[config.mk]
export PLATFORM = sky130hd
export DESIGN_NAME = kdrh_core
export DESIGN_NICKNAME = d
export VERILOG_FILES = /design/src/logic/kdrh_pkg.sv /design/src/logic/kdrh_sync.sv /design/src/logic/kdrh_core.sv
export SDC_FILE = /design/constraint.sdc
export NUM_CORES = 1
export LEC_CHECK = 0
export BUFFER_PORTS_ARGS = -buffer_cell sky130_fd_sc_hd__buf_2
export CAP_MARGIN = 20
export CORE_UTILIZATION = 45
export DETAILED_ROUTE_END_ITERATION = 6
export HOLD_SLACK_MARGIN = 0.15
export PLACE_DENSITY = 0.66
export SYNTH_ARGS = -nofsm -noshare
export SYNTH_HDL_FRONTEND = slang
export SYNTH_SLANG_ARGS = --single-unit
[constraint.sdc]
create_clock -name clk_i -period 18.65 [get_ports clk_i]
set_input_delay 0 -clock clk_i [delete_from_list [all_inputs] [get_ports clk_i]]
set_output_delay 0 -clock clk_i [all_outputs]
set_load 0.005 [all_outputs]
[src/logic/kdrh_pkg.sv]
// constants and types of the key data read handshake block
package kdrh_pkg;
    // ==========================================================
    // geometry
    localparam int KEY_BITS = 30;
    localparam int SCAN_LINES = 6;
    localparam int KEY_INS = 5;
    localparam int SEG_NUM = 60;
    localparam int COM_NUM = 10;
    localparam int GPO_NUM = 4;
    localparam int KSC_NUM = 6;
    // ==========================================================
    // oscillator and scan timing, in oscillator periods (T)
    localparam int OSC_DIV_DEF = 4;
    localparam logic [8:0] PASS_T = 9'h190;
    localparam logic [10:0] AGREE_T = 11'h0320;
    localparam logic [10:0] RETRY_T = 11'h0640;
    localparam int LINE_BITS = 6;
    // ==========================================================
    // serial link
    localparam logic [7:0] KEY_ADDR = 8'h43;
    // ==========================================================
    // register offsets
    localparam logic [7:0] CTRL_OFS = 8'h00;
    localparam logic [7:0] DISP_OFS = 8'h04;
    localparam logic [7:0] STS_OFS = 8'h08;
    localparam logic [7:0] MASK_OFS = 8'h0C;
    localparam logic [7:0] KEY_OFS = 8'h10;
    // ==========================================================
    // fields and reset values
    localparam int CTRL_KSC_LSB = 0;
    localparam int CTRL_GPO_LSB = 6;
    localparam int CTRL_SLEEP_BIT = 10;
    localparam int CTRL_W = 11;
    localparam int STS_READY_BIT = 0;
    localparam int STS_READ_BIT = 1;
    localparam int STS_W = 2;
    localparam int STS_LOADED_BIT = 8;
    localparam int STS_VALID_BIT = 9;
    localparam logic [10:0] CTRL_RST = 11'h000;
    localparam logic [1:0] STS_RST = 2'h0;
    localparam logic [1:0] MASK_RST = 2'h0;
    // ==========================================================
    // key scan states, gray along idle -> scan -> hold
    typedef enum logic [1:0] {
        SC_IDLE = 2'b00,
        SC_SCAN = 2'b01,
        SC_HOLD = 2'b11
    } kdrh_scan_type;
endpackage : kdrh_pkg

[src/logic/kdrh_sync.sv]
// three-stage pin synchroniser with agreement filter and edge pulses
`timescale 1ns/1ps
`default_nettype none
module kdrh_sync #(
    parameter int W = 8
) (
    input wire logic clk_i,
    input wire logic rst_i,
    input wire logic [W-1:0] async_i,
    output logic [W-1:0] lvl_o,
    output logic [W-1:0] rise_o,
    output logic [W-1:0] fall_o
);
    logic [W-1:0] s1_r;
    logic [W-1:0] s2_r;
    logic [W-1:0] s3_r;
    logic [W-1:0] lvl_r;
    logic [W-1:0] lvl_nxt;
    // a change counts once stages two and three agree
    genvar g;
    generate
        for (g = 0; g < W; g++) begin : g_bit
            assign lvl_nxt[g] = (s2_r[g] == s3_r[g]) ? s3_r[g] : lvl_r[g];
        end
    endgenerate
    always_ff @(posedge clk_i or posedge rst_i) begin
        if (rst_i) begin
            s1_r <= '0;
            s2_r <= '0;
            s3_r <= '0;
            lvl_r <= '0;
        end else begin
            s1_r <= async_i;
            s2_r <= s1_r;
            s3_r <= s2_r;
            lvl_r <= lvl_nxt;
        end
    end
    assign lvl_o = lvl_r;
    assign rise_o = lvl_nxt & ~lvl_r;
    assign fall_o = ~lvl_nxt & lvl_r;
endmodule : kdrh_sync
`default_nettype wire

[src/logic/kdrh_core.sv]
// key data read handshake: key scan, serial key read, apb registers
//
// Contract
// during reset segment, common, scan and general outputs sit low.
// data out stays released until key scan control bits are written.
// controller sends display data in four separate transfers.
// controller should finish the four display transfers within 30 ms.
// two agreeing scans end the scan after 800 periods, then report.
// disagreeing scans rescan, so reporting comes after 1600 periods.
// key read starts with address 43h, then key data shifts out.
// data out low while enable is low means key data waits.
// controller polling period exceeds rescan, address and read times.
// controller ignores key data read while data out was high.
// after a key read controller waits longer than the rescan time.
// after reset scanning stays off and key data zero until control.
// scan durations count internal oscillator periods.
//
// The APB slave port and the placing of the registers were decided locally.
`timescale 1ns/1ps
`default_nettype none
module kdrh_core #(
    parameter int OSC_DIV = kdrh_pkg::OSC_DIV_DEF
) (
    input wire logic clk_i,
    input wire logic rst_i,
    input wire logic psel_i,
    input wire logic penable_i,
    input wire logic pwrite_i,
    input wire logic [7:0] paddr_i,
    input wire logic [31:0] pwdata_i,
    output logic [31:0] prdata_o,
    output logic pready_o,
    output logic pslverr_o,
    output logic irq_o,
    input wire logic ce_i,
    input wire logic cl_i,
    input wire logic di_i,
    output logic do_o,
    output logic do_oe_o,
    input wire logic [kdrh_pkg::KEY_INS-1:0] key_in_i,
    output logic [kdrh_pkg::KSC_NUM-1:0] key_scan_outputs_o,
    output logic [kdrh_pkg::GPO_NUM-1:0] general_outputs_o,
    input wire logic [kdrh_pkg::SEG_NUM-1:0] seg_wave_i,
    input wire logic [kdrh_pkg::COM_NUM-1:0] com_wave_i,
    output logic [kdrh_pkg::SEG_NUM-1:0] segment_outputs_o,
    output logic [kdrh_pkg::COM_NUM-1:0] common_outputs_o
);
    import kdrh_pkg::*;

    // ==========================================================
    // pin synchronisers
    logic [7:0] pin_lvl;
    logic [7:0] pin_rise;
    logic [7:0] pin_fall;
    kdrh_sync #(.W(8)) u_sync (
        .clk_i(clk_i),
        .rst_i(rst_i),
        .async_i({key_in_i, di_i, cl_i, ce_i}),
        .lvl_o(pin_lvl),
        .rise_o(pin_rise),
        .fall_o(pin_fall)
    );
    wire ce_f = pin_lvl[0];
    wire ce_rise = pin_rise[0];
    wire ce_fall = pin_fall[0];
    wire cl_rise = pin_rise[1];
    wire cl_fall = pin_fall[1];
    wire di_f = pin_lvl[2];
    wire [KEY_INS-1:0] ki_f = pin_lvl[7:3];

    // ==========================================================
    // oscillator period tick
    logic [7:0] osc_cnt_r;
    wire osc_tick = (osc_cnt_r == 8'(OSC_DIV - 1));
    always_ff @(posedge clk_i or posedge rst_i) begin
        if (rst_i) begin
            osc_cnt_r <= '0;
        end else begin
            osc_cnt_r <= osc_tick ? 8'h00 : osc_cnt_r + 8'h01;
        end
    end

    // ==========================================================
    // apb decode
    logic [CTRL_W-1:0] ctrl_r;
    logic ctrl_loaded_r;
    logic disp_on_r;
    logic [STS_W-1:0] sts_r;
    logic [STS_W-1:0] mask_r;
    logic [31:0] prdata_r;
    logic [KEY_BITS-1:0] key_data_r;
    kdrh_scan_type state_r;
    wire setup = psel_i & ~penable_i;
    wire wr = psel_i & penable_i & pwrite_i;
    wire hit_ctrl = (paddr_i == CTRL_OFS);
    wire hit_disp = (paddr_i == DISP_OFS);
    wire hit_sts = (paddr_i == STS_OFS);
    wire hit_mask = (paddr_i == MASK_OFS);
    wire hit_key = (paddr_i == KEY_OFS);
    wire mapped = hit_ctrl | hit_disp | hit_sts | hit_mask | hit_key;
    wire key_valid = (state_r == SC_HOLD);
    wire [KSC_NUM-1:0] ksc = ctrl_r[CTRL_KSC_LSB +: KSC_NUM];
    wire [31:0] sts_word = {22'h00_0000, key_valid, ctrl_loaded_r,
                            6'h00, sts_r};
    wire [31:0] rd_mux =
        hit_ctrl ? {21'h00_0000, ctrl_r} :
        hit_disp ? {31'h0000_0000, disp_on_r} :
        hit_sts ? sts_word :
        hit_mask ? {30'h0000_0000, mask_r} :
        hit_key ? {2'h0, key_data_r} : 32'h0000_0000;
    assign pready_o = 1'b1;
    assign pslverr_o = psel_i & penable_i & ~mapped;
    assign prdata_o = prdata_r;

    // ==========================================================
    // key scan engine
    logic [8:0] pass_cnt_r;
    logic [1:0] pass_num_r;
    logic [10:0] tot_cnt_r;
    logic [KEY_BITS-1:0] prev_r;
    logic [KEY_BITS-1:0] cur_r;
    logic [KEY_BITS-1:0] cur_nxt;
    logic [KSC_NUM-1:0] kso_r;
    logic read_done;
    wire [2:0] line = pass_cnt_r[8:LINE_BITS];
    wire slot_end = osc_tick & (&pass_cnt_r[LINE_BITS-1:0])
                    & (line < 3'(SCAN_LINES));
    wire pass_end = osc_tick & (pass_cnt_r == PASS_T - 9'h001);
    wire agree = (prev_r == cur_r);
    wire scanning = (state_r == SC_SCAN);
    wire scan_start = (state_r == SC_IDLE) & ctrl_loaded_r & (|ki_f)
                      & (|ksc);
    wire scan_done = scanning & pass_end & pass_num_r[0]
                     & (agree | (pass_num_r == 2'h3));
    wire [KSC_NUM-1:0] line_hot = KSC_NUM'(1) << line;
    wire [KSC_NUM-1:0] kso_nxt =
        scanning ? (line_hot & ksc) :
        (state_r == SC_IDLE && ctrl_loaded_r) ? ksc : '0;

    genvar g;
    generate
        for (g = 0; g < SCAN_LINES; g++) begin : g_line
            assign cur_nxt[g*KEY_INS +: KEY_INS] =
                (slot_end && line == 3'(g)) ? ki_f
                                            : cur_r[g*KEY_INS +: KEY_INS];
        end
    endgenerate

    always_ff @(posedge clk_i or posedge rst_i) begin
        if (rst_i) begin
            state_r <= SC_IDLE;
            pass_cnt_r <= '0;
            pass_num_r <= '0;
            tot_cnt_r <= '0;
            prev_r <= '0;
            cur_r <= '0;
            key_data_r <= '0;
            kso_r <= '0;
        end else begin
            kso_r <= kso_nxt;
            case (state_r)
                SC_IDLE: begin
                    if (scan_start) begin
                        state_r <= SC_SCAN;
                        pass_cnt_r <= '0;
                        pass_num_r <= '0;
                        tot_cnt_r <= '0;
                        cur_r <= '0;
                    end
                end
                SC_SCAN: begin
                    cur_r <= cur_nxt;
                    if (osc_tick) begin
                        tot_cnt_r <= tot_cnt_r + 11'h001;
                        pass_cnt_r <= pass_end ? 9'h000
                                               : pass_cnt_r + 9'h001;
                    end
                    if (scan_done) begin
                        state_r <= SC_HOLD;
                        key_data_r <= cur_r;
                    end else if (pass_end) begin
                        pass_num_r <= pass_num_r + 2'h1;
                        if (!pass_num_r[0]) begin
                            prev_r <= cur_r;
                        end
                    end
                end
                SC_HOLD: begin
                    if (read_done) begin
                        state_r <= SC_IDLE;
                    end
                end
                default: begin
                    state_r <= SC_IDLE;
                end
            endcase
        end
    end

    // ==========================================================
    // serial key read over the three-wire link
    logic [7:0] addr_r;
    logic read_act_r;
    logic [KEY_BITS:0] shift_r;
    logic do_oe_r;
    wire addr_ok = (addr_r == KEY_ADDR);
    wire sleep_ack = ctrl_r[CTRL_SLEEP_BIT];
    assign read_done = read_act_r & ce_fall;
    // released before control load; pulled low for waiting key data
    wire do_oe_nxt = ~ctrl_loaded_r ? 1'b0 :
                     read_act_r ? ~shift_r[0] :
                     (~ce_f & key_valid);

    always_ff @(posedge clk_i or posedge rst_i) begin
        if (rst_i) begin
            addr_r <= '0;
            read_act_r <= 1'b0;
            shift_r <= '0;
            do_oe_r <= 1'b0;
        end else begin
            do_oe_r <= do_oe_nxt;
            if (!ce_f && cl_rise) begin
                addr_r <= {di_f, addr_r[7:1]};
            end
            if (ce_rise) begin
                read_act_r <= ctrl_loaded_r & addr_ok;
                shift_r <= {sleep_ack, key_data_r};
            end else if (read_done) begin
                read_act_r <= 1'b0;
            end else if (read_act_r && cl_fall) begin
                shift_r <= {1'b0, shift_r[KEY_BITS:1]};
            end
        end
    end
    assign do_o = 1'b0;
    assign do_oe_o = do_oe_r;

    // ==========================================================
    // registers, interrupt and output stages
    wire [STS_W-1:0] sts_ev = {read_done, scan_done};
    wire [STS_W-1:0] sts_clr = (wr && hit_sts) ? pwdata_i[STS_W-1:0] : '0;
    logic [GPO_NUM-1:0] gpo_r;
    logic [SEG_NUM-1:0] seg_r;
    logic [COM_NUM-1:0] com_r;
    always_ff @(posedge clk_i or posedge rst_i) begin
        if (rst_i) begin
            ctrl_r <= CTRL_RST;
            ctrl_loaded_r <= 1'b0;
            disp_on_r <= 1'b0;
            sts_r <= STS_RST;
            mask_r <= MASK_RST;
            prdata_r <= '0;
            gpo_r <= '0;
            seg_r <= '0;
            com_r <= '0;
        end else begin
            if (setup) begin
                prdata_r <= rd_mux;
            end
            if (wr && hit_ctrl) begin
                ctrl_r <= pwdata_i[CTRL_W-1:0];
                ctrl_loaded_r <= 1'b1;
            end
            if (wr && hit_disp) begin
                disp_on_r <= pwdata_i[0];
            end
            if (wr && hit_mask) begin
                mask_r <= pwdata_i[STS_W-1:0];
            end
            sts_r <= (sts_r & ~sts_clr) | sts_ev;
            gpo_r <= ctrl_loaded_r ? ctrl_r[CTRL_GPO_LSB +: GPO_NUM]
                                   : '0;
            seg_r <= disp_on_r ? seg_wave_i : '0;
            com_r <= disp_on_r ? com_wave_i : '0;
        end
    end
    assign irq_o = |(sts_r & mask_r);
    assign key_scan_outputs_o = kso_r;
    assign general_outputs_o = gpo_r;
    assign segment_outputs_o = seg_r;
    assign common_outputs_o = com_r;
endmodule : kdrh_core
`default_nettype wire

## After elaboration in Yosys (flattened, before gate mapping)

Cells that the tools add are included.

| cells by class | value |
|---|---|
| order comparisons | 1 |
| equal/unequal tests | 37 |
| reduce and logical (&&, ||, !) cells | 36 |
| muxes and demuxes | 47 |
| bitwise logic cells | 36 |
| $add $sub $neg | 3 |
| shift-type cells | 1 |

Operators with widths:

| cell | count |
|---|---|
| $mux 30 | 6 |
| $mux 31 | 3 |
| $mux 60 | 1 |
| $pmux 30 s2 | 1 |
| $eq 30x30->1 | 1 |
| $mux 5 | 6 |
| $mux 9 | 3 |
| $reduce_and 3->1 | 8 |
| $pmux 9 s2 | 1 |
| $and 1x1->1 | 16 |
| $eq 8x4->1 const B | 2 |
| $ne 2x1->1 const B | 8 |
| $mux 2 | 7 |
| $logic_and 1x1->1 | 13 |
| $mux 1 | 12 |
| $mux 6 | 2 |
| $mux 10 | 1 |
| $ne 2x2->1 const B | 5 |
| $add 9x1->9 const B | 1 |
| $eq 9x9->1 const B | 1 |
| $add 8x1->8 const B | 1 |
| $and 2x2->2 | 4 |
| $eq 1x1->1 | 8 |
| $eq 8x2->1 const B | 1 |
| 31 further kinds | 49 |

| storage, ports and cells | value |
|---|---|
| bits of input ports | 123 |
| bits in registers | 313 |

## Depth between registers and ports, before layout

| logic depth | value |
|---|---|
| depth after elaboration | 8 |
| mapped depth | 7 |
| mapped depth without buffers | 7 |

## By module

A second synthesis with hierarchy kept.

| second synthesis, totals | value |
|---|---|
| cell total of the unflattened synthesis | 1160 |
| area total of the unflattened synthesis | 13257.7 um2 |

Modules (own cells, without submodules):

| module | cells an instance | area each (um2) | times used |
|---|---|---|---|
| kdrh_core | 1103 | 12223.0 | 1 |
| kdrh_sync | 57 | 1034.7 | 1 |

## Worst setup path after synthesis

OpenSTA, ideal clock, no wires.

| path | value |
|---|---|
| kind | flip-flop to flip-flop |
| start | register osc_cnt_r[4] |
| end | register prev_r[0] |
| setup slack | 16.429 ns |
| arrival | 2.097 ns |
| buffers on the path | 1 |
| stages on the path, launching flop included | 7 |
| library setup time | 0.125 ns |
| data required time | 18.525 ns |
| cell sequence | dfrtp_1 or4_4 nor3_4 and2_1 and2b_1 buf_6 mux2_2 |

| on the way | value |
|---|---|
| cells in the longest elaborated chain, start to end | 7 |

Ends and longest elaborated chain:

| element | RTL line | text |
|---|---|---|
| start, declared | kdrh_core.sv:73 | `logic [7:0] osc_cnt_r;` |
| start signal, assigned | kdrh_core.sv:79 | `osc_cnt_r <= osc_tick ? 8'h00 : osc_cnt_r + 8'h01;` |
| $eq 8x2->1 * | kdrh_core.sv:74 | `wire osc_tick = (osc_cnt_r == 8'(OSC_DIV - 1));` |
| $and 1x1->1 * | kdrh_core.sv:128 | `wire pass_end = osc_tick & (pass_cnt_r == PASS_T - 9'h001);` |
| $and 1x1->1 (2 in series) | kdrh_core.sv:133 | `wire scan_done = scanning & pass_end & pass_num_r[0]` |
| $and 1x1->1 | kdrh_core.sv:134 | `& (agree \| (pass_num_r == 2'h3));` |
| $not 1->1 (no source line) | -- |  |
| $reduce_and 4->1 (no source line) * | -- |  |
| end signal, assigned | kdrh_core.sv:184 | `prev_r <= cur_r;` |
| end, declared | kdrh_core.sv:120 | `logic [KEY_BITS-1:0] prev_r;` |

Mark *: on every way between the ends. The rest lies on a longest branch, timed or not.
A chain may end at the register's enable or synchronous reset.

## Worst setup path in the final report

| path | value |
|---|---|
| start | register cur_r[5] |
| end | register key_data_r[20] |

| on the way | value |
|---|---|
| cells in the longest elaborated chain, start to end | 4 |

Ends and longest elaborated chain:

| element | RTL line | text |
|---|---|---|
| start, declared | kdrh_core.sv:121 | `logic [KEY_BITS-1:0] cur_r;` |
| start signal, assigned | kdrh_core.sv:172 | `cur_r <= cur_nxt;` |
| $eq 30x30->1 | kdrh_core.sv:129 | `wire agree = (prev_r == cur_r);` |
| $or 1x1->1 | kdrh_core.sv:134 |  |
| $and 1x1->1 | kdrh_core.sv:134 |  |
| $reduce_and 2->1 (no source line) | -- |  |
| end signal, assigned | kdrh_core.sv:180 | `key_data_r <= cur_r;` |
| end, declared | kdrh_core.sv:91 | `logic [KEY_BITS-1:0] key_data_r;` |

Every way passes these cells.

==> results.cfg <==
[outcome]
outcome = complete, no violations

[clock_network]
cts_resized = 0
tritoncts = done
cts_sinks = 311
clk_latency_ns = 0.51
clk_pin_slew_worst_paths_ns = 0.06
ctsHoldBuffers = 106
cts_buffers = 34
clk_root_buffer_cell = clkbuf_16
htreeDepth = 2
post-cts-setup-buffers = 0
cts_max_path_buffers = 3

[synthesis]
synth_edf_count = 0
synth_cells = 950
avgSynthCellArea_um2 = 12.9
synth_top_area_cell = dfrtp_1
synth_seq_cells = 311
netlist_area_um2 = 12200
async_flop_share_pct = 100
synth-main-ff-cell = dfrtp_1
synth-seq-area-share_pct = 63.6
synth_cell_types = 56
synth_top_cells_by_area = dfrtp_1, mux2_2, and2_1
synth_top_area_share_pct = 63.6
ys_warn_count = 0

[sta]
relSlewSlack_pct = 35.7
fin_ws_ns = 15.57
worst_pin_slew_ns = 0.965
setup_viol_count_final = 0
rsz0062_at_grt = false
drv_slew = 0
clock_skew_ns = 0.0268
hold_ws_ns = 0.161
finalCritPeriodShare_pct = 16.5
setup-tns-final_ns = 0
hold_viol = 0
fin_crit_ns = 3.08
fmax_mhz = 324

[floorplanning]
die_area_um2 = 27900
num_io_pins = 240
initial_core_util_pct = 45.7
coreArea_um2 = 26800
die_height_um = 167
die-width_um = 167
rows = 60

[global_routing]
grt_pass1_wl_um = 47600
track_usage_pct = 22.1
grt_pass1_vias = 8682
grt_max_degree = 177
grt_overflow = 0
antenna_found_initial = 0

[setup_path]
slowest_delay_ns = 0.79
critical_path.reg2reg.endpoint = key_data_r[20]
crit_top_cell = nor4_1
critPathKind = reg -> reg
cp_data_arrival_time_ns = 3.46
cp_max_fo = 32
critPathBufInv = 0
crit_start = cur_r[5]
crit_cells = 6
critPathCaptureType = flip-flop
crit_chain = xor2_1 -> nor4_1 -> nand4_1 -> nor4_1 -> o21a_2 -> mux2_2
crit_path_start_kind = flip-flop
r2r_start = cur_r[5]
cp.required_ns = 19.02
reg2reg_depth = 6
cp_slowest_cell = o21a_2
ff2ff_setup_slack_ns = 15.57
path_delay_family = simple AND/OR/NAND/NOR gates
worstSetupEndpoint = key_data_r[20]

[routing]
viasPerCell = 5.09
routedWlPerCell_um = 18.2
wl_um = 29700
drc = 0
antenna_left = 0
drt_iter0_markers = 604
dr.pass1.iters = 7
vias = 8325

[placed_design]
dp_slack_ns = 15.51
io_buffers = 214
dpl.hpwl_um = 18700
gp_congestion = 0.798

[worst_hold_path]
hold_class = in -> reg
holdCritStartpoint = psel_i

[power_and_ir_drop]
leakage_nw = 8.12
comb_power_share_pct = 5.9
p_switching_uw = 318
ir_worst_vdd_mv = 0.0622
pwr_density_cell_nw_per_um2 = 92.3
switching_share_pct = 21.7
p_int_mw = 1.15
clockPowerShare_pct = 46.1
p_seq_share_pct = 48.0
total_power_mw = 1.46

[run]
max_cap_viol_count = 0

[cells_and_area]
area_growth_pct = 29.5
diodes = 0
finish.net_count = 1397
postLayoutCoreUtil_pct = 59.2
drive_gt1_share_pct = 31.5
## tightest hold or removal path: stages
cell      delay, ns
buf_2          0.12
nand2b_1       0.32
a221oi_1       0.10
nor2_1         0.09
## power by group through the flow
stage | clock network [mW] | registers, mW | logic, mW
2_1_floorplan | 0 | 0.711 | 0.0406
4_1_cts | 0.691 | 0.702 | 0.0857
3_5_place_dp | 0 | 0.715 | 0.0692
5_1_grt | 0.722 | 0.704 | 0.0952
3_3_place_gp | 0 | 0.714 | 0.0679
6_report | 0.675 | 0.702 | 0.0860
## registers in the layout, indices dropped and copies added (netlist names), 4 cells and up
name,cells
key_scan_outputs_o,6
u_sync.s3_r,8
osc_cnt_r,8
shift_r,31
u_sync.s2_r,8
cur_r,30
u_sync.lvl_o,8
prev_r,30
prdata_o,30
u_sync.s1_r,8
key_data_r,30
common_outputs_o,10
addr_r,8
ctrl_r,11
segment_outputs_o,60
general_outputs_o,4
pass_cnt_r,9
## synth_stat cells, types with 5 or more instances
| library cell | n |
|---|---|
| xnor2_1 | 14 |
| nor2b_1 | 12 |
| a31oi_1 | 7 |
| nor3_1 | 5 |
| nand2b_1 | 14 |
| and2_1 | 80 |
| maj3_1 | 8 |
| o31ai_1 | 5 |
| a221oi_1 | 7 |
| and3_1 | 7 |
| nand2_1 | 90 |
| nor2_1 | 32 |
| buf_6 | 6 |
| dfrtp_1 | 311 |
| nand3_1 | 31 |
| mux2_2 | 113 |
| nand4_1 | 6 |
| o21ai_0 | 46 |
| nor4_1 | 9 |
| mux2i_1 | 31 |
| xor2_1 | 21 |
| clkbuf_1 | 33 |
## cells by family after synthesis
group	synth area share (%)
AO/OA/AOI/OAI	4.79
other	0.0613
flip-flops	63.6
AND/OR/NAND/NOR	13.1
XOR/XNOR	2.50
buffers and inverters	2.04
multiplexers	12.9
adder cells (fa/ha/maj)	0.961
## metrics by stage
| step | instance area, µm² | std cells |
|---|---|---|
| floorplan | 12300 | 952 |
| global placement | 13600 | 1469 |
| detailed placement | 13600 | 1469 |
| CTS | 15800 | 1634 |
| global route | 15900 | 1635 |
| finish | 15900 | 1635 |
## worst min path at each step
stage | cells after the start | endpoint
detailed placement | 1 | u_sync.s1_r[3]
CTS | 5 | prdata_o[7]
floorplan | 0 | u_sync.s1_r[0]
global placement | 1 | u_sync.s1_r[5]
global route | 4 | prdata_o[3]
finish | 4 | prdata_o[7]
## layout make-up
cell class              count  area [µm²]
fillers                  2137       10900
clock inverters            12         146
repair buffers            330        2240
well taps                 341         427
multi-input cells         591        4260
flip-flops and latches    311        7780
inverters                   3        18.8
clock buffers              47         991
## layout by cell type (no fill, tap or decap), drive strengths merged, types with 4 or more instances in the layout
cell type / n
a21oi: 4
a221oi: 7
a31oi: 7
and2: 80
and3: 7
buf: 224
clkbuf: 47
clkinv: 8
conb: 4
dfrtp: 311
dlygate4sd3: 106
inv: 4
maj3: 8
mux2: 113
mux2i: 31
nand2: 91
nand2b: 14
nand3: 31
nand4: 6
nor2: 32
nor2b: 12
nor3: 6
nor4: 9
o21ai: 46
o31ai: 6
xnor2: 14
xor2: 21
## layer usage
layer	vias up	GRT usage [%]	wire, µm
li1	3902	-	-
met5	-	0	0
met2	254	36.8	14600
met1	4109	27.8	12300
met4	0	9.10	1100
met3	60	4.87	1740
(Power assumes the default switching activity.)
